<file path="config.mk">
export PLATFORM = sky130hd
export DESIGN_NAME = timebase_prescaler_watchdog
export DESIGN_NICKNAME = d
export VERILOG_FILES = /design/src/timebase_pkg.sv /design/src/timebase_if.sv /design/src/timebase_divider_chain.sv /design/src/timebase_prescaler_watchdog.sv
export VERILOG_INCLUDE_DIRS = /design/src
export SDC_FILE = /design/constraint.sdc
export NUM_CORES = 1
export LEC_CHECK = 0
export BUFFER_PORTS_ARGS = -buffer_cell sky130_fd_sc_hd__buf_2
export CAP_MARGIN = 20
export CORE_MARGIN = 3
export CORE_UTILIZATION = 60
export CTS_BUF_LIST = sky130_fd_sc_hd__clkbuf_4 sky130_fd_sc_hd__clkbuf_8
export CTS_CLUSTER_DIAMETER = 40
export CTS_CLUSTER_SIZE = 40
export DETAILED_ROUTE_END_ITERATION = 10
export PLACE_DENSITY = 0.79
export SLEW_MARGIN = 20
export SYNTH_ARGS = -nofsm -noshare
export SYNTH_HDL_FRONTEND = slang
export SYNTH_SLANG_ARGS = --single-unit
</file>
<file path="constraint.sdc">
create_clock -name mclk_in -period 3.6 [get_ports mclk_in]
set_input_delay 0.72 -clock mclk_in [delete_from_list [all_inputs] [get_ports mclk_in]]
set_output_delay 0.72 -clock mclk_in [all_outputs]
set_load 0.05 [all_outputs]
</file>
<file path="src/timebase_regs.svh">
// register map, field positions and reset values of the timebase block
// assumes an 8-bit special-function register space addressed by byte
`ifndef TIMEBASE_REGS_SVH
`define TIMEBASE_REGS_SVH

// =========================================================
// register addresses
`define MICROSECOND_PRESCALER_ADDR    8'hfb
`define MILLISECOND_DIVIDER_LOW_ADDR  8'hfc
`define MILLISECOND_DIVIDER_HIGH_ADDR 8'hfd
`define HUNDRED_MS_DIVIDER_ADDR       8'hfe
`define WATCHDOG_CONTROL_ADDR         8'hff

// =========================================================
// reset values
`define MICROSECOND_PRESCALER_RST     8'h03
`define MILLISECOND_DIVIDER_LOW_RST   8'h9f
`define MILLISECOND_DIVIDER_HIGH_RST  8'h0f
`define HUNDRED_MS_DIVIDER_RST        8'h63
`define WATCHDOG_CONTROL_RST          8'h00

// =========================================================
// field positions
`define PRESCALER_VALUE_MSB           4
`define WATCHDOG_ENABLE_BIT           7
`define WATCHDOG_DISABLE_BIT          6
`define WATCHDOG_RESTART_BIT          5
`define WATCHDOG_COUNT_MSB            4
`define WATCHDOG_SEQ_BITS             3
`define SEQ_RESTART_IDX               0
`define SEQ_DISABLE_IDX               1
`define SEQ_ENABLE_IDX                2

`endif

</file>
<file path="src/timebase_pkg.sv">
// types shared by the timebase and watchdog modules
// assumes nothing beyond a SystemVerilog package scope
package timebase_pkg;

	typedef logic [7:0]  byte_t;
	typedef logic [4:0]  microsecond_prescaler_div_t;
	typedef logic [15:0] msec_div_t;
	typedef logic [5:0]  wd_count_t;

	typedef enum logic [1:0] {
		WD_IDLE,
		WD_COUNTING,
		WD_EXPIRED
	} wd_state_t;

endpackage

</file>
<file path="src/timebase_if.sv">
// carrier between the register block and the divider chain
// assumes both ends run on the one system clock
`timescale 1ns/100ps

interface timebase_if;
	logic [4:0]  microsecond_prescaler_div;
	logic [15:0] msec_div;
	logic [7:0]  hms_div;
	logic        run;
	logic        microsecond_prescaler_tick;
	logic        msec_tick;
	logic        hms_tick;

	modport ctrl (
		output microsecond_prescaler_div,
		output msec_div,
		output hms_div,
		output run,
		input  microsecond_prescaler_tick,
		input  msec_tick,
		input  hms_tick
	);

	modport gen (
		input  microsecond_prescaler_div,
		input  msec_div,
		input  hms_div,
		input  run,
		output microsecond_prescaler_tick,
		output msec_tick,
		output hms_tick
	);
endinterface

</file>
<file path="src/timebase_divider_chain.sv">
// divider chain: system clock to 1 us, 1 ms and 100 ms ticks
// assumes divisors are stable registers on the same clock
`timescale 1ns/100ps

module timebase_divider_chain (
	// clock and reset
	input  wire logic  mclk_in,
	input  wire logic  sys_rst_in,
	// divisors in, ticks out
	timebase_if.gen    tb
);
	import timebase_pkg::*;

	// =========================================================
	// counters
	logic [4:0]  microsecond_prescaler_cnt_reg;
	logic [4:0]  microsecond_prescaler_cnt_next;
	logic [15:0] msec_cnt_reg;
	logic [15:0] msec_cnt_next;
	logic [7:0]  hms_cnt_reg;
	logic [7:0]  hms_cnt_next;
	logic        microsecond_prescaler_wrap;
	logic        msec_wrap;
	logic        hms_wrap;

	// >= rather than == so a divisor lowered mid-count wraps at once
	assign microsecond_prescaler_wrap = (microsecond_prescaler_cnt_reg >= tb.microsecond_prescaler_div);
	assign msec_wrap = (msec_cnt_reg >= tb.msec_div);
	assign hms_wrap  = msec_wrap && (hms_cnt_reg >= tb.hms_div);

	assign microsecond_prescaler_cnt_next = microsecond_prescaler_wrap ? 5'h00 : microsecond_prescaler_cnt_reg + 5'h01;
	assign msec_cnt_next = msec_wrap ? 16'h0000 : msec_cnt_reg + 16'h0001;
	assign hms_cnt_next  = !msec_wrap ? hms_cnt_reg :
		(hms_wrap ? 8'h00 : hms_cnt_reg + 8'h01);

	// power-down parks every counter at zero, no ticks
	always_ff @(posedge mclk_in or posedge sys_rst_in) begin
		if (sys_rst_in) begin
			microsecond_prescaler_cnt_reg <= 5'h00;
			msec_cnt_reg <= 16'h0000;
			hms_cnt_reg  <= 8'h00;
			tb.microsecond_prescaler_tick <= 1'b0;
			tb.msec_tick <= 1'b0;
			tb.hms_tick  <= 1'b0;
		end else if (!tb.run) begin
			microsecond_prescaler_cnt_reg <= 5'h00;
			msec_cnt_reg <= 16'h0000;
			hms_cnt_reg  <= 8'h00;
			tb.microsecond_prescaler_tick <= 1'b0;
			tb.msec_tick <= 1'b0;
			tb.hms_tick  <= 1'b0;
		end else begin
			microsecond_prescaler_cnt_reg <= microsecond_prescaler_cnt_next;
			msec_cnt_reg <= msec_cnt_next;
			hms_cnt_reg  <= hms_cnt_next;
			tb.microsecond_prescaler_tick <= microsecond_prescaler_wrap;
			tb.msec_tick <= msec_wrap;
			tb.hms_tick  <= hms_wrap;
		end
	end

endmodule

</file>
<file path="src/timebase_prescaler_watchdog.sv">
// system timebase with tick outputs and a software-guarded watchdog
// assumes the core drives sfr strobes on mclk_in; power-down bits are
// driven by the power control register on the same clock
`timescale 1ns/100ps
`include "timebase_regs.svh"

module timebase_prescaler_watchdog (
	// clock and reset
	input  wire logic                 mclk_in,
	input  wire logic                 sys_rst_in,
	// special-function register port
	input  wire timebase_pkg::byte_t  sfr_addr_in,
	input  wire logic                 sfr_wr_in,
	input  wire timebase_pkg::byte_t  sfr_wdata_in,
	input  wire logic                 sfr_rd_in,
	output timebase_pkg::byte_t       sfr_rdata_out,
	// power-down controls
	input  wire logic                 watchdog_power_down_in,
	input  wire logic                 timebase_power_down_in,
	// ticks to the flash timer and other users
	output logic                      microsecond_prescaler_tick_out,
	output logic                      msec_tick_out,
	output logic                      hms_tick_out,
	// watchdog status and event
	output logic                      watchdog_counting_out,
	output logic                      watchdog_event_out
);
	import timebase_pkg::*;

	timebase_if tb_bus ();

	// =========================================================
	// register file
	byte_t microsecond_prescaler_reg;
	byte_t millisecond_divider_low_reg;
	byte_t millisecond_divider_high_reg;
	byte_t hms_reg;
	byte_t wdctl_reg;

	logic  hit_microsecond_prescaler;
	logic  hit_millisecond_divider_low;
	logic  hit_millisecond_divider_high;
	logic  hit_hms;
	logic  hit_wdctl;
	logic  wr_microsecond_prescaler;
	logic  wr_millisecond_divider_low;
	logic  wr_millisecond_divider_high;
	logic  wr_hms;
	logic  wr_wdctl;

	// one address compare per register, shared by write and read
	assign hit_microsecond_prescaler  = (sfr_addr_in == `MICROSECOND_PRESCALER_ADDR);
	assign hit_millisecond_divider_low = (sfr_addr_in == `MILLISECOND_DIVIDER_LOW_ADDR);
	assign hit_millisecond_divider_high = (sfr_addr_in == `MILLISECOND_DIVIDER_HIGH_ADDR);
	assign hit_hms   = (sfr_addr_in == `HUNDRED_MS_DIVIDER_ADDR);
	assign hit_wdctl = (sfr_addr_in == `WATCHDOG_CONTROL_ADDR);

	assign wr_microsecond_prescaler  = sfr_wr_in && hit_microsecond_prescaler;
	assign wr_millisecond_divider_low = sfr_wr_in && hit_millisecond_divider_low;
	assign wr_millisecond_divider_high = sfr_wr_in && hit_millisecond_divider_high;
	assign wr_hms   = sfr_wr_in && hit_hms;
	assign wr_wdctl = sfr_wr_in && hit_wdctl;

	// upper bits of the prescaler are not stored, read as zero
	byte_t microsecond_prescaler_masked;
	assign microsecond_prescaler_masked = {3'h0,
		sfr_wdata_in[`PRESCALER_VALUE_MSB:0]};

	// no shadowing: a divisor takes effect at the next counter compare
	always_ff @(posedge mclk_in or posedge sys_rst_in) begin
		if (sys_rst_in)
			microsecond_prescaler_reg <= `MICROSECOND_PRESCALER_RST;
		else if (wr_microsecond_prescaler)
			microsecond_prescaler_reg <= microsecond_prescaler_masked;
	end

	always_ff @(posedge mclk_in or posedge sys_rst_in) begin
		if (sys_rst_in)
			millisecond_divider_low_reg <= `MILLISECOND_DIVIDER_LOW_RST;
		else if (wr_millisecond_divider_low)
			millisecond_divider_low_reg <= sfr_wdata_in;
	end

	always_ff @(posedge mclk_in or posedge sys_rst_in) begin
		if (sys_rst_in)
			millisecond_divider_high_reg <= `MILLISECOND_DIVIDER_HIGH_RST;
		else if (wr_millisecond_divider_high)
			millisecond_divider_high_reg <= sfr_wdata_in;
	end

	always_ff @(posedge mclk_in or posedge sys_rst_in) begin
		if (sys_rst_in)
			hms_reg <= `HUNDRED_MS_DIVIDER_RST;
		else if (wr_hms)
			hms_reg <= sfr_wdata_in;
	end

	always_ff @(posedge mclk_in or posedge sys_rst_in) begin
		if (sys_rst_in)
			wdctl_reg <= `WATCHDOG_CONTROL_RST;
		else if (wr_wdctl)
			wdctl_reg <= sfr_wdata_in;
	end

	// =========================================================
	// read port
	byte_t rd_sel;

	assign rd_sel =
		hit_microsecond_prescaler  ? microsecond_prescaler_reg  :
		hit_millisecond_divider_low ? millisecond_divider_low_reg :
		hit_millisecond_divider_high ? millisecond_divider_high_reg :
		hit_hms   ? hms_reg   :
		hit_wdctl ? wdctl_reg :
		8'h00;

	// data holds until the next read strobe
	always_ff @(posedge mclk_in or posedge sys_rst_in) begin
		if (sys_rst_in)
			sfr_rdata_out <= 8'h00;
		else if (sfr_rd_in)
			sfr_rdata_out <= rd_sel;
	end

	// =========================================================
	// divider chain
	assign tb_bus.microsecond_prescaler_div = microsecond_prescaler_reg[`PRESCALER_VALUE_MSB:0];
	assign tb_bus.msec_div = {millisecond_divider_high_reg, millisecond_divider_low_reg};
	assign tb_bus.hms_div  = hms_reg;
	assign tb_bus.run      = !timebase_power_down_in;

	timebase_divider_chain u_chain (
		.mclk_in    (mclk_in),
		.sys_rst_in (sys_rst_in),
		.tb         (tb_bus.gen)
	);

	// =========================================================
	// write-one-then-zero sequence detectors
	// a bit armed by a one completes on the next control write of zero;
	// stray writes elsewhere leave the arming untouched
	localparam int SEQ_POS [`WATCHDOG_SEQ_BITS] = '{
		`WATCHDOG_RESTART_BIT,
		`WATCHDOG_DISABLE_BIT,
		`WATCHDOG_ENABLE_BIT
	};

	logic [`WATCHDOG_SEQ_BITS-1:0] arm_reg;
	logic [`WATCHDOG_SEQ_BITS-1:0] arm_next;
	logic [`WATCHDOG_SEQ_BITS-1:0] seq_done;

	genvar gi;
	generate
		for (gi = 0; gi < `WATCHDOG_SEQ_BITS; gi++) begin : g_seq
			assign seq_done[gi] = wr_wdctl && arm_reg[gi] &&
				!sfr_wdata_in[SEQ_POS[gi]];
			assign arm_next[gi] = wr_wdctl ?
				sfr_wdata_in[SEQ_POS[gi]] : arm_reg[gi];
		end
	endgenerate

	always_ff @(posedge mclk_in or posedge sys_rst_in) begin
		if (sys_rst_in)
			arm_reg <= '0;
		else
			arm_reg <= arm_next;
	end

	// =========================================================
	// watchdog counter
	wd_state_t state_reg;
	wd_state_t state_next;
	wd_count_t cnt_reg;
	wd_count_t cnt_next;
	wd_count_t cnt_load;
	logic      wd_run;
	logic      expire_hit;
	logic      do_stop;
	logic      do_reload;
	logic      do_count;

	// loading count+1 and expiring on the tick seen at zero gives
	// count+1 to count+2 tick periods, ticks being free-running
	assign cnt_load = {1'b0,
		wdctl_reg[`WATCHDOG_COUNT_MSB:0]} + 6'h01;
	assign wd_run = !watchdog_power_down_in;
	assign expire_hit = wd_run && (state_reg == WD_COUNTING) &&
		tb_bus.hms_tick && (cnt_reg == 6'h00);

	// stop outranks reload, so a combined write disables
	assign do_stop   = seq_done[`SEQ_DISABLE_IDX];
	assign do_reload = seq_done[`SEQ_RESTART_IDX] ||
		seq_done[`SEQ_ENABLE_IDX];
	assign do_count  = wd_run && tb_bus.hms_tick;
	always_comb begin
		state_next = state_reg;
		cnt_next   = cnt_reg;
		case (state_reg)
			WD_IDLE: begin
				if (seq_done[`SEQ_RESTART_IDX])
					cnt_next = cnt_load;
				if (seq_done[`SEQ_ENABLE_IDX] &&
					!seq_done[`SEQ_DISABLE_IDX]) begin
					state_next = WD_COUNTING;
					cnt_next   = cnt_load;
				end
			end
			WD_COUNTING: begin
				if (do_stop)
					state_next = WD_IDLE;
				else if (do_reload)
					cnt_next = cnt_load;
				else if (expire_hit)
					state_next = WD_EXPIRED;
				else if (do_count)
					cnt_next = cnt_reg - 6'h01;
			end
			WD_EXPIRED: begin
				// held here; only software brings it out
				if (do_stop)
					state_next = WD_IDLE;
				else if (do_reload) begin
					state_next = WD_COUNTING;
					cnt_next   = cnt_load;
				end
			end
			default: begin
				state_next = WD_IDLE;
				cnt_next   = 6'h00;
			end
		endcase
	end

	always_ff @(posedge mclk_in or posedge sys_rst_in) begin
		if (sys_rst_in)
			state_reg <= WD_IDLE;
		else
			state_reg <= state_next;
	end

	always_ff @(posedge mclk_in or posedge sys_rst_in) begin
		if (sys_rst_in)
			cnt_reg <= 6'h00;
		else
			cnt_reg <= cnt_next;
	end

	// =========================================================
	// registered outputs
	always_ff @(posedge mclk_in or posedge sys_rst_in) begin
		if (sys_rst_in)
			microsecond_prescaler_tick_out <= 1'b0;
		else
			microsecond_prescaler_tick_out <= tb_bus.microsecond_prescaler_tick;
	end

	always_ff @(posedge mclk_in or posedge sys_rst_in) begin
		if (sys_rst_in)
			msec_tick_out <= 1'b0;
		else
			msec_tick_out <= tb_bus.msec_tick;
	end

	always_ff @(posedge mclk_in or posedge sys_rst_in) begin
		if (sys_rst_in)
			hms_tick_out <= 1'b0;
		else
			hms_tick_out <= tb_bus.hms_tick;
	end

	// flag follows the next state so it lines up with the write
	always_ff @(posedge mclk_in or posedge sys_rst_in) begin
		if (sys_rst_in)
			watchdog_counting_out <= 1'b0;
		else
			watchdog_counting_out <= (state_next != WD_IDLE);
	end

	// expiry pulses even when a restart lands in the same cycle
	always_ff @(posedge mclk_in or posedge sys_rst_in) begin
		if (sys_rst_in)
			watchdog_event_out <= 1'b0;
		else
			watchdog_event_out <= expire_hit;
	end

endmodule

</file>
### Word level (Yosys, flattened, before mapping)

Cells that the tools add are included.

| operators by class | value |
|---|---|
| add/subtract/negate cells | 5 |
| multipliers | 0 |
| divide/modulo/power cells | 0 |
| order comparisons | 3 |
| eq/ne operators | 13 |
| shifts and indexed selects | 0 |
| multiplexer cells | 31 |
| bitwise operators | 0 |
| reduce and logical (&&, ||, !) cells | 28 |

Operator list:

| operator | number |
|---|---|
| 2-to-1 mux 8 bit | 8 |
| 2-to-1 mux 6 bit | 8 |
| == test 8 bit, second input constant | 5 |
| 2-to-1 mux 16 bit | 2 |
| case mux 6 bit (3 select lines) | 1 |
| logical AND 1 bit | 17 |
| adder 16 x 1 -> 16 bit, second input constant | 1 |
| greater-or-equal comparator 16 bit | 1 |
| 2-to-1 mux 2 bit | 6 |
| 2-to-1 mux 5 bit | 2 |
| != test 3 bit, second input constant | 3 |
| adder 8 x 1 -> 8 bit, second input constant | 1 |
| greater-or-equal comparator 8 bit | 1 |
| adder 5 x 1 -> 6 bit, second input constant | 1 |
| logical NOT 6 bit | 1 |
| != test 2 bit, second input constant | 3 |
| case mux 2 bit (3 select lines) | 1 |
| AND reduction 6 bit | 1 |
| subtractor 6 x 1 -> 6 bit, second input constant | 1 |
| adder 5 x 1 -> 5 bit, second input constant | 1 |
| greater-or-equal comparator 5 bit | 1 |
| logical NOT 1 bit | 5 |
| nonzero test 2 bit | 2 |
| 2-to-1 mux 1 bit | 3 |
| other kinds (4) | 4 |

| storage, ports and cells | value |
|---|---|
| bits in registers | 93 |
| latch bits | 0 |
| memory bits (writable) | 0 |
| bits in read-only memories | 0 |
| output and inout port bits | 13 |
| word-level logic and storage cells | 100 |
| memories kept | 0 |

### Depth between registers and ports, before layout

Gate-level depths: netlist of run 1.

| logic depth | value |
|---|---|
| word-level depth | 9 |
| gate-level depth with buffers | 9 |
| mapped depth without buffers | 8 |

### By module

A second synthesis of run 1 with hierarchy kept.

| unflattened totals | value |
|---|---|
| cell total of the unflattened synthesis | 489 |
| area, all modules | 5121.2 um^2 |

Modules (own cells, without submodules):

| module | instances | cells an instance | area an instance (um^2) |
|---|---|---|---|
| timebase_prescaler_watchdog | 1 | 246 | 2871.5 |
| timebase_divider_chain | 1 | 243 | 2249.7 |

### Least setup slack after synthesis of run 1

Ideal clock, no wire load.

| timing path | value |
|---|---|
| path kind | input port to flip-flop |
| from | input sfr_addr_in[6] |
| to | register cnt_reg[1] |
| arrival | 2.023 ns |
| required time | 3.473 ns |
| setup slack | 1.450 ns |
| stages on the path | 7 |
| path buffers | 1 |
| cells stage by stage | nand2_1 -> or4_4 -> o21ai_1 -> nand3_1 -> buf_2 -> a211oi_1 -> a21oi_1 |

| on the way | value |
|---|---|
| word-level cells in the longest chain between the ends | 8 |
| elaborated cells between the ends (all ways) | 22 |

Ends and longest elaborated chain:

| element | RTL line | source |
|---|---|---|
| start: declaration | timebase_prescaler_watchdog.sv:12 | `input wire timebase_pkg::byte_t sfr_addr_in,` |
| == test 8 bit (no source line) (*) | -- |  |
| logical AND 1 bit (*) | timebase_prescaler_watchdog.sv:62 | `assign wr_wdctl = sfr_wr_in && hit_wdctl;` |
| logical AND 1 bit (2 in series) | timebase_prescaler_watchdog.sv:155 | `assign seq_done[gi] = wr_wdctl && arm_reg[gi] &&` |
| logical NOT 1 bit or logical OR 1 bit (tied branches) | timebase_prescaler_watchdog.sv:203, timebase_prescaler_watchdog.sv:192 |  |
| logical AND 1 bit or 2-to-1 mux 6 bit (tied branches) | timebase_prescaler_watchdog.sv:202, timebase_prescaler_watchdog.sv:211 |  |
| != test 3 bit (no source line) (tied with other cells) | -- |  |
| AND reduction 6 bit (no source line) or case mux 6 bit (3 select lines) (tied branches) | -- |  |
| end signal: assignment | timebase_prescaler_watchdog.sv:245 | `cnt_reg <= cnt_next;` |
| end: declaration | timebase_prescaler_watchdog.sv:173 | `wd_count_t cnt_reg;` |

Mark *: on every way between the ends. The rest lies on a longest branch, timed or not. The select of a mux whose other input is x is not followed.
A chain may end at the register's enable or synchronous reset.

### Worst setup path after layout of run 1

| timing path | value |
|---|---|
| from | input sfr_addr_in[1] |
| to | register cnt_reg[5] |

Same word-level chain as after synthesis.

==> metrics.cfg, run 1 <==
[run_status]
status=finished, final reports clean

[cells_and_area]
final_util_pct=68.8
n_antenna_cell=0
fin_nets=596
drive_gt1_share_pct=17.6
fill_cells=600
instances_no_fill=646
synthToLayoutAreaGrowth_pct=9.18
largest_reg_flops=16
design_area_um2=5400

[clocking]
worstSkewPairLatency_ns=0.36
root_buffer=clkbuf_8
clk_pin_slew_worst_paths_ns=0.09
cts.sinks=90
cts_setup_buffers=0
numCtsBuffers=9
cts_tree=yes
cts_resized=0
cts.path.max_buffers=2
ctsHoldBuffers=0
htreeDepth=3

[sta]
slew_violations=0
relSlewSlack_pct=44.5
fmax_mhz=396
finalCriticalPeriod_ns=2.53
finalSetupViolCount=0
fin_ws_ns=1.07
fin_worst_skew_ns=0.00939
rsz0062_at_grt=no
hold_violations=0
tightestPinTransition_ns=0.832
setup_tns_ns=0
period_share_pct=70.2

[synth]
ys.flop_type=dfrtp_1
post-synth-top-count-cell=dfrtp_1
syn_avg_cell_area_um2=9.80
synthDistinctLibCells=52
synth_top_area_share_pct=37.4
syn_inst=505
synth-warning-count=0
synth_edf_count=0
synth-seq-cells=90
ys_async_sr_fraction_pct=100
synth_common_cells=dfrtp_1, nand2_1, nor2_1
synth_nets=562
synth_top_area_cell=dfrtp_1
seq_area_frac_synth_pct=45.9
post_synth_main_area_contributors=dfrtp_1, ha_1, dfstp_2
synth_area_um2=4950

[power_and_ir_drop]
p_leak_nw=2.64
ir_worst_vdd_v=0.000203
power_density_nw_per_um2=356

[min_path]
worst_hold_path_type=reg2reg
min_path_cells=0

[floorplan]
die_area_um2=9370
start_util_pct=63.1
die_w_um=96.8
fp-row-count=32
core_area_um2=7850
ios=35
die_h_um=96.8

[routing]
dr_total_vias=3767
wl_mm=10.6
dr.first_iter.drc_count=184
wl_per_cell_um=16.5
antenna_left=0
drc=0
avgViaCountPerCell=5.83
drt_first_pass_iters=4

[worst_setup_path]
cp_data_required_time_ns=3.84
crit_arrival_ns=2.77
worst_r2r_path_depth=8
startpoint_type=primary input
crit_fanout=13
path_class=in2reg
crit_path_end_kind=register

[global_routing]
grt_util_all_layers_pct=23.8
grt_max_degree=49
grt_overflow=0
grt_pass1_vias=3696
antenna_found_initial=0
grt_first_pass_wirelength_mm=18.2

[placement]
globalplace.congestion=0.986
place_area_um2=5230
dp.cells=630
portBuffers=34
dp_hpwl_mm=8.11
place_ws_ns=0.726

[job]
max-cap-violations=0

layout by cell type, fill, tap and decap left out, types with 4 or more instances in the layout:
master and count:
dfrtp_1 74, nand2_1 63, nor2_1 45, inv_1 40, ha_1 35, o21ai_0 34
buf_2 34, a21oi_1 20, nand3_1 16, dfstp_2 16, and3_1 13, nand2b_1 11
xor2_1 11, a21o_1 10, o21ai_1 9, xnor2_1 9, clkbuf_8 9, mux4_2 8
mux2_2 7, nor3b_1 6, nand4_1 5, nor2b_1 5, a211oi_1 4, nor3_1 4
per-layer routing:
layer  vias up  GRT usage, %  wire [um]
met5         -             0          0
met4         0          6.59        136
met3        16          5.70        530
met2        95          38.2       5080
met1      1819          32.7       4900
li1       1837             -          -
kinds of logic (layout without fill, tap and decap cells):
logic type               count (synthesis)  after routing  synth area share [%]
AO/OA/AOI/OAI                          107            107                  14.2
AND/OR/NAND/NOR                        181            181                  17.7
buffers and inverters                   56             95                  4.35
adder cells (fa/ha/maj)                 35             35                  8.85
flip-flops                              90             90                  45.9
multiplexers                            16             16                  5.44
XOR/XNOR                                20             20                  3.54
area by class of cell:
| type | instances | area [um2] | area share [%] |
|---|---|---|---|
| inverters | 41 | 155 | 2.87 |
| clock buffers | 10 | 131 | 2.43 |
| multi-input cells | 359 | 2460 | 45.6 |
| repair buffers | 38 | 213 | 3.94 |
| well taps | 102 | 128 | 2.36 |
| flip-flops and latches | 90 | 2270 | 42.1 |
| clock inverters | 6 | 42.5 | 0.787 |
stage by stage:
step / total power, mW / hold slack (ns)
floorplan: 1.24 / 0.331
detailed placement: 1.31 / 0.339
finish: 1.92 / 0.347
global route: 2.02 / 0.365
CTS: 1.94 / 0.357
global placement: 1.31 / 0.334
worst paths after layout:
check                                          startpoint                                  to  slack (ns)
setup / recovery                           sfr_addr_in[1]              cnt_reg[5]$_DFFE_PP0P_        1.07
min in group asynchronous                      sys_rst_in   u_chain.msec_cnt_reg[3]$_DFF_PP0_        0.50
setup reg to reg                   hms_reg[6]$_DFFE_PP1P_  u_chain.hms_cnt_reg[7]$_DFFE_PP0P_        1.22
hold / removal             u_chain.tb.msec_tick$_DFF_PP0_             msec_tick_out$_DFF_PP0_        0.35
hold reg to reg            u_chain.tb.msec_tick$_DFF_PP0_             msec_tick_out$_DFF_PP0_        0.35
max in group asynchronous                      sys_rst_in              hms_reg[1]$_DFFE_PP1P_        2.36
power by group:
group / leakage [nW] / total, mW / switching [mW] / internal, mW
sequential: 1.12 / 1.09 / 0.0328 / 1.06
combinational: 1.44 / 0.203 / 0.127 / 0.0760
clock: 0.0861 / 0.627 / 0.367 / 0.260
total: 2.64 / 1.92 / 0.527 / 1.40
critical path: stages:
cell and delay (ns):
buf_2 0.31, nand2_1 0.19, or4_4 0.63, o21ai_1 0.17
nand3_1 0.33, o21ai_0 0.31, o21ai_1 0.09
Power figures use the tool's default switching activity.
==> run 2: changes to the inputs <==
==> constraint.sdc (replaced) <==
create_clock -name mclk_in -period 2.4 [get_ports mclk_in]
set_input_delay 0.48 -clock mclk_in [delete_from_list [all_inputs] [get_ports mclk_in]]
set_output_delay 0.48 -clock mclk_in [all_outputs]
set_load 0.05 [all_outputs]
==> run 2 against run 1 <==
Final area up 2.0%; global-route usage up 1.7 points; total power up 54%; critical path depth unchanged; largest power group unchanged; die area unchanged.
==> metrics.cfg, run 2 (synthesis gave the netlist of run 1 again) <==
[power_and_ir_drop]
p_leak_nw=2.70  ; was 2.64 nW
switchingPower_uw=826  ; was 527 uW
ir_worst_vdd_v=0.000337  ; was 0.000203 V
p_total_mw=2.95  ; was 1.92 mW
swShare_pct=28.0  ; was 27.4%
power_density_nw_per_um2=535  ; was 356 nW/um2
comb_power_share_pct=11.1  ; was 10.5%
sequentialPowerShare_pct=55.4  ; was 56.8%
p_int_mw=2.12  ; was 1.40 mW
pwr-share-clk_pct=33.6  ; was 32.6%

[cells_and_area]
drive_gt1_share_pct=19.6  ; was 17.6%
final_cell_mix=dfrtp_1, nand2_1, nor2_1  ; unchanged
final_common_cell=dfrtp_1  ; unchanged
n_antenna_cell=0  ; unchanged
largest_reg_flops=16  ; unchanged
fin_nets=607  ; was 596
synthToLayoutAreaGrowth_pct=11.4  ; was 9.18%
final_util_pct=70.2  ; was 68.8%
fill_cells=614  ; was 600
instances_no_fill=657  ; was 646

[routing]
drc=0  ; unchanged
wl_mm=11.5  ; was 10.6 mm
dr_total_vias=3944  ; was 3767
dr.first_iter.drc_count=225  ; was 184
drt_first_pass_iters=5  ; was 4
antenna_left=0  ; unchanged
avgViaCountPerCell=6.00  ; was 5.83
wl_per_cell_um=17.5  ; was 16.5 um

[sta]
fmax_mhz=451
rsz0062_at_grt=no  ; unchanged
setup_tns_ns=0  ; unchanged
fin_worst_skew_ns=0.0155  ; was 0.00939 ns
finalSetupViolCount=0  ; unchanged
hold_violations=0  ; unchanged
tightestPinTransition_ns=0.606  ; was 0.832 ns
slew_violations=0  ; unchanged
period_share_pct=92.3
finalCriticalPeriod_ns=2.22
relSlewSlack_pct=59.5  ; was 44.5%

[clocking]
numCtsBuffers=9  ; unchanged
worstSkewPairLatency_ns=0.37  ; was 0.36 ns
cts_tree=yes  ; unchanged
htreeDepth=3  ; unchanged
clk_pin_slew_worst_paths_ns=0.10  ; was 0.09 ns
cts.sinks=90  ; unchanged
root_buffer=clkbuf_8  ; unchanged
cts.path.max_buffers=2  ; unchanged

[worst_setup_path]
crit_fanout=8  ; was 13
crit_arrival_ns=2.50  ; was 2.77 ns
path_class=reg2reg  ; was in2reg
crit_path_end_kind=register  ; unchanged
regToRegStartpoint=hms_reg[0]$_DFFE_PP1P_  ; was hms_reg[6]$_DFFE_PP1P_
startpoint_type=register  ; was primary input
r2r_setup_slack_ns=0.18  ; was 1.22 ns
worst_r2r_path_depth=7  ; was 8
cp_data_required_time_ns=2.69  ; was 3.84 ns
r2r_end=u_chain.hms_cnt_reg[6]$_DFFE_PP0P_  ; was u_chain.hms_cnt_reg[7]$_DFFE_PP0P_

[global_routing]
antenna_found_initial=0  ; unchanged
grt_util_all_layers_pct=25.5  ; was 23.8%
grt_overflow=0  ; unchanged
top_usage_layer=met2  ; unchanged
grt_pass1_vias=3968  ; was 3696
grt_util_met1_pct=33.1  ; was 32.7%
use_met3_pct=4.33  ; was 5.70%
grt_first_pass_wirelength_mm=19.5  ; was 18.2 mm
grt_max_degree=30  ; was 49
use_met2_pct=43.7  ; was 38.2%

[placement]
portBuffers=34  ; unchanged
globalplace.congestion=0.926  ; was 0.986
dp_hpwl_mm=8.80  ; was 8.11 mm
dp.cells=640  ; was 630

[floorplan]
die_area_um2=9370  ; unchanged
ios=35  ; unchanged
start_util_pct=63.1  ; unchanged
fp-row-count=32  ; unchanged
die_w_um=96.8  ; unchanged
die_h_um=96.8  ; unchanged
core_area_um2=7850  ; unchanged

[job]
max-cap-violations=0  ; unchanged

[min_path]
worst_hold_path_type=in2async  ; was reg2reg

[run_status]
status=finished, final reports clean  ; unchanged

==> run 2: cell types whose count changed in the layout (fill, tap and decap cells not counted), sizes merged <==
cell,change
clkinvlp,+1
clkinv,-1
buf,+11
==> run 2: worst max-delay path, stage by stage (launching register included) <==
cell	delay, ns
dfstp_2	0.56
ha_1	0.22
nand2b_1	0.15
a2111oi_2	0.47
o21ai_2	0.14
a31o_2	0.29
o21ai_0	0.18
o2bb2ai_1	0.13
==> run 2: how the worst max path moves through the flow <==
| stage | cells after the start | endpoint | slack, ns | start |
|---|---|---|---|---|
| after floorplan | 9 | u_chain.msec_cnt_reg[10]$_DFF_PP0_ | 0.26 | millisecond_divider_high_reg[3]$_DFFE_PP1P_ |
| after global placement | 7 | cnt_reg[1]$_DFFE_PP0P_ | 0.15 | sfr_wdata_in[7] |
| after detailed placement | 7 | cnt_reg[1]$_DFFE_PP0P_ | 0.1 | sfr_wdata_in[7] |
| after CTS | 8 | u_chain.hms_cnt_reg[6]$_DFFE_PP0P_ | 0.15 | hms_reg[6]$_DFFE_PP1P_ |
| after global routing | 7 | u_chain.hms_cnt_reg[3]$_DFFE_PP0P_ | 0.04 | hms_reg[0]$_DFFE_PP1P_ |
| final | 7 | u_chain.hms_cnt_reg[6]$_DFFE_PP0P_ | 0.18 | hms_reg[0]$_DFFE_PP1P_ |
==> run 2: metal layers <==
metal  vias up  wire (um)
met3        26        720
met5         -          0
met2       153       5750
met1      1918       4750
met4         0        264
li1       1847          -
==> run 2: final cells by class <==
cell class | instances | area [um2] | share of cell area, %
clock inverter | 6 | 50.0 | 0.908
clock buffer | 10 | 138 | 2.50
tap | 102 | 128 | 2.32
multi-input combinational | 359 | 2470 | 44.8
sequential | 90 | 2270 | 41.2
inverter | 41 | 158 | 2.86
timing repair buffer | 49 | 295 | 5.36
==> run 2: through the flow <==
| stage | instance area [um2] | setup slack, ns | hold WS [ns] |
|---|---|---|---|
| after global routing | 5510 | 0.0360 | 0.194 |
| after floorplan | 4950 | 0.260 | 0.331 |
| final | 5510 | 0.184 | 0.164 |
| after detailed placement | 5310 | 0.0965 | 0.348 |
| after CTS | 5490 | 0.148 | 0.178 |
| after global placement | 5310 | 0.146 | 0.332 |
==> run 2: repair_timing <==
action                                  in CTS  in global routing
hold buffers                                 0                  0
resized for setup                            0                  2
setup buffers                                0                  1
endpoints found under the setup margin       0                 19
==> run 2: power groups by stage <==
stage / clock [mW] / combinational, mW / sequential, mW
finish: 0.990 / 0.327 / 1.63
global route: 1.07 / 0.363 / 1.64
CTS: 0.999 / 0.324 / 1.63
detailed placement: 0 / 0.321 / 1.66
global placement: 0 / 0.308 / 1.66
floorplan: 0 / 0.188 / 1.67
==> run 3: changes to the inputs <==
--- a/config.mk
+++ b/config.mk
@@ -8,13 +8,16 @@
 export LEC_CHECK = 0
 export BUFFER_PORTS_ARGS = -buffer_cell sky130_fd_sc_hd__buf_2
 export CAP_MARGIN = 20
+export CELL_PAD_IN_SITES_DETAIL_PLACEMENT = 0
+export CELL_PAD_IN_SITES_GLOBAL_PLACEMENT = 1
 export CORE_MARGIN = 3
-export CORE_UTILIZATION = 60
+export CORE_UTILIZATION = 49
 export CTS_BUF_LIST = sky130_fd_sc_hd__clkbuf_4 sky130_fd_sc_hd__clkbuf_8
 export CTS_CLUSTER_DIAMETER = 40
 export CTS_CLUSTER_SIZE = 40
 export DETAILED_ROUTE_END_ITERATION = 10
-export PLACE_DENSITY = 0.79
+export PLACE_DENSITY_LB_ADDON = 0.1
+export RECOVER_POWER = 25
 export SLEW_MARGIN = 20
 export SYNTH_ARGS = -nofsm -noshare
 export SYNTH_HDL_FRONTEND = slang
==> run 3 against run 2 <==
First-iteration DRC count fell by 33%; sequential power about the same; combinational power decreased by 3%; critical endpoint unchanged.
==> metrics.cfg, run 3 (synthesis gave the netlist of run 1 again) <==
[run_status]
status=finished, final reports clean  ; unchanged

[clocking]
htreeDepth=3  ; unchanged
worstSkewPairLatency_ns=0.37  ; about the same
numCtsBuffers=9  ; unchanged
cts_tree=yes  ; unchanged
cts_setup_buffers=0  ; unchanged
cts.path.max_buffers=2  ; unchanged
root_buffer=clkbuf_8  ; unchanged
clk_pin_slew_worst_paths_ns=0.09  ; was 0.10 ns
cts.sinks=90  ; unchanged

[global_routing]
grt_first_pass_wirelength_mm=19.5  ; about the same
grt_util_all_layers_pct=22.3  ; was 25.5%
grt_max_degree=31  ; was 30
grt_overflow=0  ; unchanged
grt_pass1_vias=3777  ; was 3968
antenna_found_initial=0  ; unchanged

[power_and_ir_drop]
p_leak_nw=2.71  ; was 2.70 nW
power_density_nw_per_um2=535  ; about the same
ir_worst_vdd_v=0.000273  ; was 0.000337 V

[cells_and_area]
instances_no_fill=690  ; was 657
n_antenna_cell=0  ; unchanged
final_cell_mix=dfrtp_1, nand2_1, nor2_1  ; unchanged
largest_reg_flops=16  ; unchanged
final_util_pct=56.7  ; was 70.2%
synthToLayoutAreaGrowth_pct=12.1  ; was 11.4%
final_common_cell=dfrtp_1  ; unchanged
design_area_um2=5550  ; was 5510 um2
fin_nets=609  ; was 607
drive_gt1_share_pct=19.7  ; was 19.6%

[worst_setup_path]
worst_r2r_path_depth=8  ; was 7
cp_cell_sequence=inv_1 > ha_1 > nand4_1 > or3_1 > o21ai_1 > a31o_2 > o21ai_0 > o2bb2ai_1  ; was ha_1 > nand2b_1 > a2111oi_2 > o21ai_2 > a31o_2 > o21ai_0 > o2bb2ai_1
startpoint_type=register  ; unchanged
slowest_delay_ns=0.54  ; was 0.56 ns
crit_arrival_ns=2.50  ; about the same
critPathBufInv=1  ; was 0
cp_data_required_time_ns=2.66  ; was 2.69 ns
crit_slowest_cell=dfstp_2  ; unchanged
crit_family=compound AO/OA/AOI/OAI gates  ; unchanged
path_depth=8  ; was 7
path_class=reg2reg  ; unchanged
crit_path_end_kind=register  ; unchanged
crit_fanout=8  ; unchanged

[floorplan]
die_w_um=106  ; was 96.8 um
start_util_pct=50.6  ; was 63.1%
die_area_um2=11300  ; was 9370 um2
fp-row-count=36  ; was 32
ios=35  ; unchanged
core_area_um2=9770  ; was 7850 um2
die_h_um=106  ; was 96.8 um

[routing]
antenna_left=0  ; unchanged
avgViaCountPerCell=5.47  ; was 6.00
drc=0  ; unchanged
dr.first_iter.drc_count=150  ; was 225
wl_per_cell_um=16.9  ; was 17.5 um
dr_total_vias=3774  ; was 3944
drt_first_pass_iters=4  ; was 5
wl_mm=11.6  ; was 11.5 mm

[sta]
hold_violations=0  ; unchanged
fin_worst_skew_ns=0.00721  ; was 0.0155 ns
fmax_mhz=446  ; was 451 MHz
tightestPinTransition_ns=1.18  ; was 0.606 ns
finalSetupViolCount=0  ; unchanged
slew_violations=0  ; unchanged
setup_tns_ns=0  ; unchanged
period_share_pct=93.4  ; was 92.3%
fin_ws_ns=0.160  ; was 0.184 ns
finalCriticalPeriod_ns=2.24  ; was 2.22 ns
rsz0062_at_grt=no  ; unchanged
relSlewSlack_pct=20.7  ; was 59.5%

[placement]
dp.cells=674  ; was 640
globalplace.congestion=0.838  ; was 0.926
place_ws_ns=0.104  ; was 0.0965 ns
dp_hpwl_mm=8.97  ; was 8.80 mm
place_area_um2=5370  ; was 5310 um2
portBuffers=34  ; unchanged

[min_path]
worst_hold_path_type=in2async  ; unchanged

[job]
max-cap-violations=0  ; unchanged

==> run 3: cell count changes in the layout (fill, tap and decap cells not counted), moves of 2 or more <==
cell      before  now
clkinv_4       3    0
buf_4         14   16
clkbuf_8      10   12
clkinv_2       0    2
==> run 3: routing by layer <==
metal  global-route usage [%]  up-vias  share of wire [%]
met2                     35.9       70                 48
met3                     2.85       10                3.4
met1                     31.2     1843                 48
li1                         -     1851                  -
met4                     8.04        0                1.4
met5                        0        -                  0
==> run 3: final cells by class <==
type                    instances  area (um2)
clock buffers                  12         165
clock inverters                 4        25.0
fillers                       904        4230
inverters                      41         155
multi-input cells             359        2470
flip-flops and latches         90        2270
well taps                     133         166
repair buffers                 51         295
==> run 3: worst paths after layout <==
kind                                                                       from                                  endpoint  slack [ns]
worst max register to register                           hms_reg[6]$_DFFE_PP1P_        u_chain.hms_cnt_reg[6]$_DFFE_PP0P_        0.16
max in group asynchronous                                            sys_rst_in                    hms_tick_out$_DFF_PP0_        0.76
worst min register to register  u_chain.tb.microsecond_prescaler_tick$_DFF_PP0_  microsecond_prescaler_tick_out$_DFF_PP0_        0.35
worst min-delay path                                                 sys_rst_in                    hms_reg[2]$_DFFE_PP0P_        0.33
min in group mclk_in            u_chain.tb.microsecond_prescaler_tick$_DFF_PP0_  microsecond_prescaler_tick_out$_DFF_PP0_        0.35
worst max-delay path                                     hms_reg[6]$_DFFE_PP1P_        u_chain.hms_cnt_reg[6]$_DFFE_PP0P_        0.16
==> run 3: metrics by stage <==
stage	hold WS, ns	total power, mW
floorplan	0.331	1.86
global placement	0.333	1.98
detailed placement	0.336	1.99
CTS	0.181	3.00
global route	0.373	3.10
finish	0.335	2.96
==> run 3: power breakdown <==
part	switching, mW	total [mW]	internal (mW)
clock	0.555	1.01	0.458
sequential	0.0451	1.63	1.59
combinational	0.200	0.317	0.117
total	0.800	2.96	2.16
==> run 3: what timing repair did <==
action,4_1_cts,5_1_grt
hold buffers,0,0
gates resized for setup,0,1
endpoints found under the setup margin,0,13
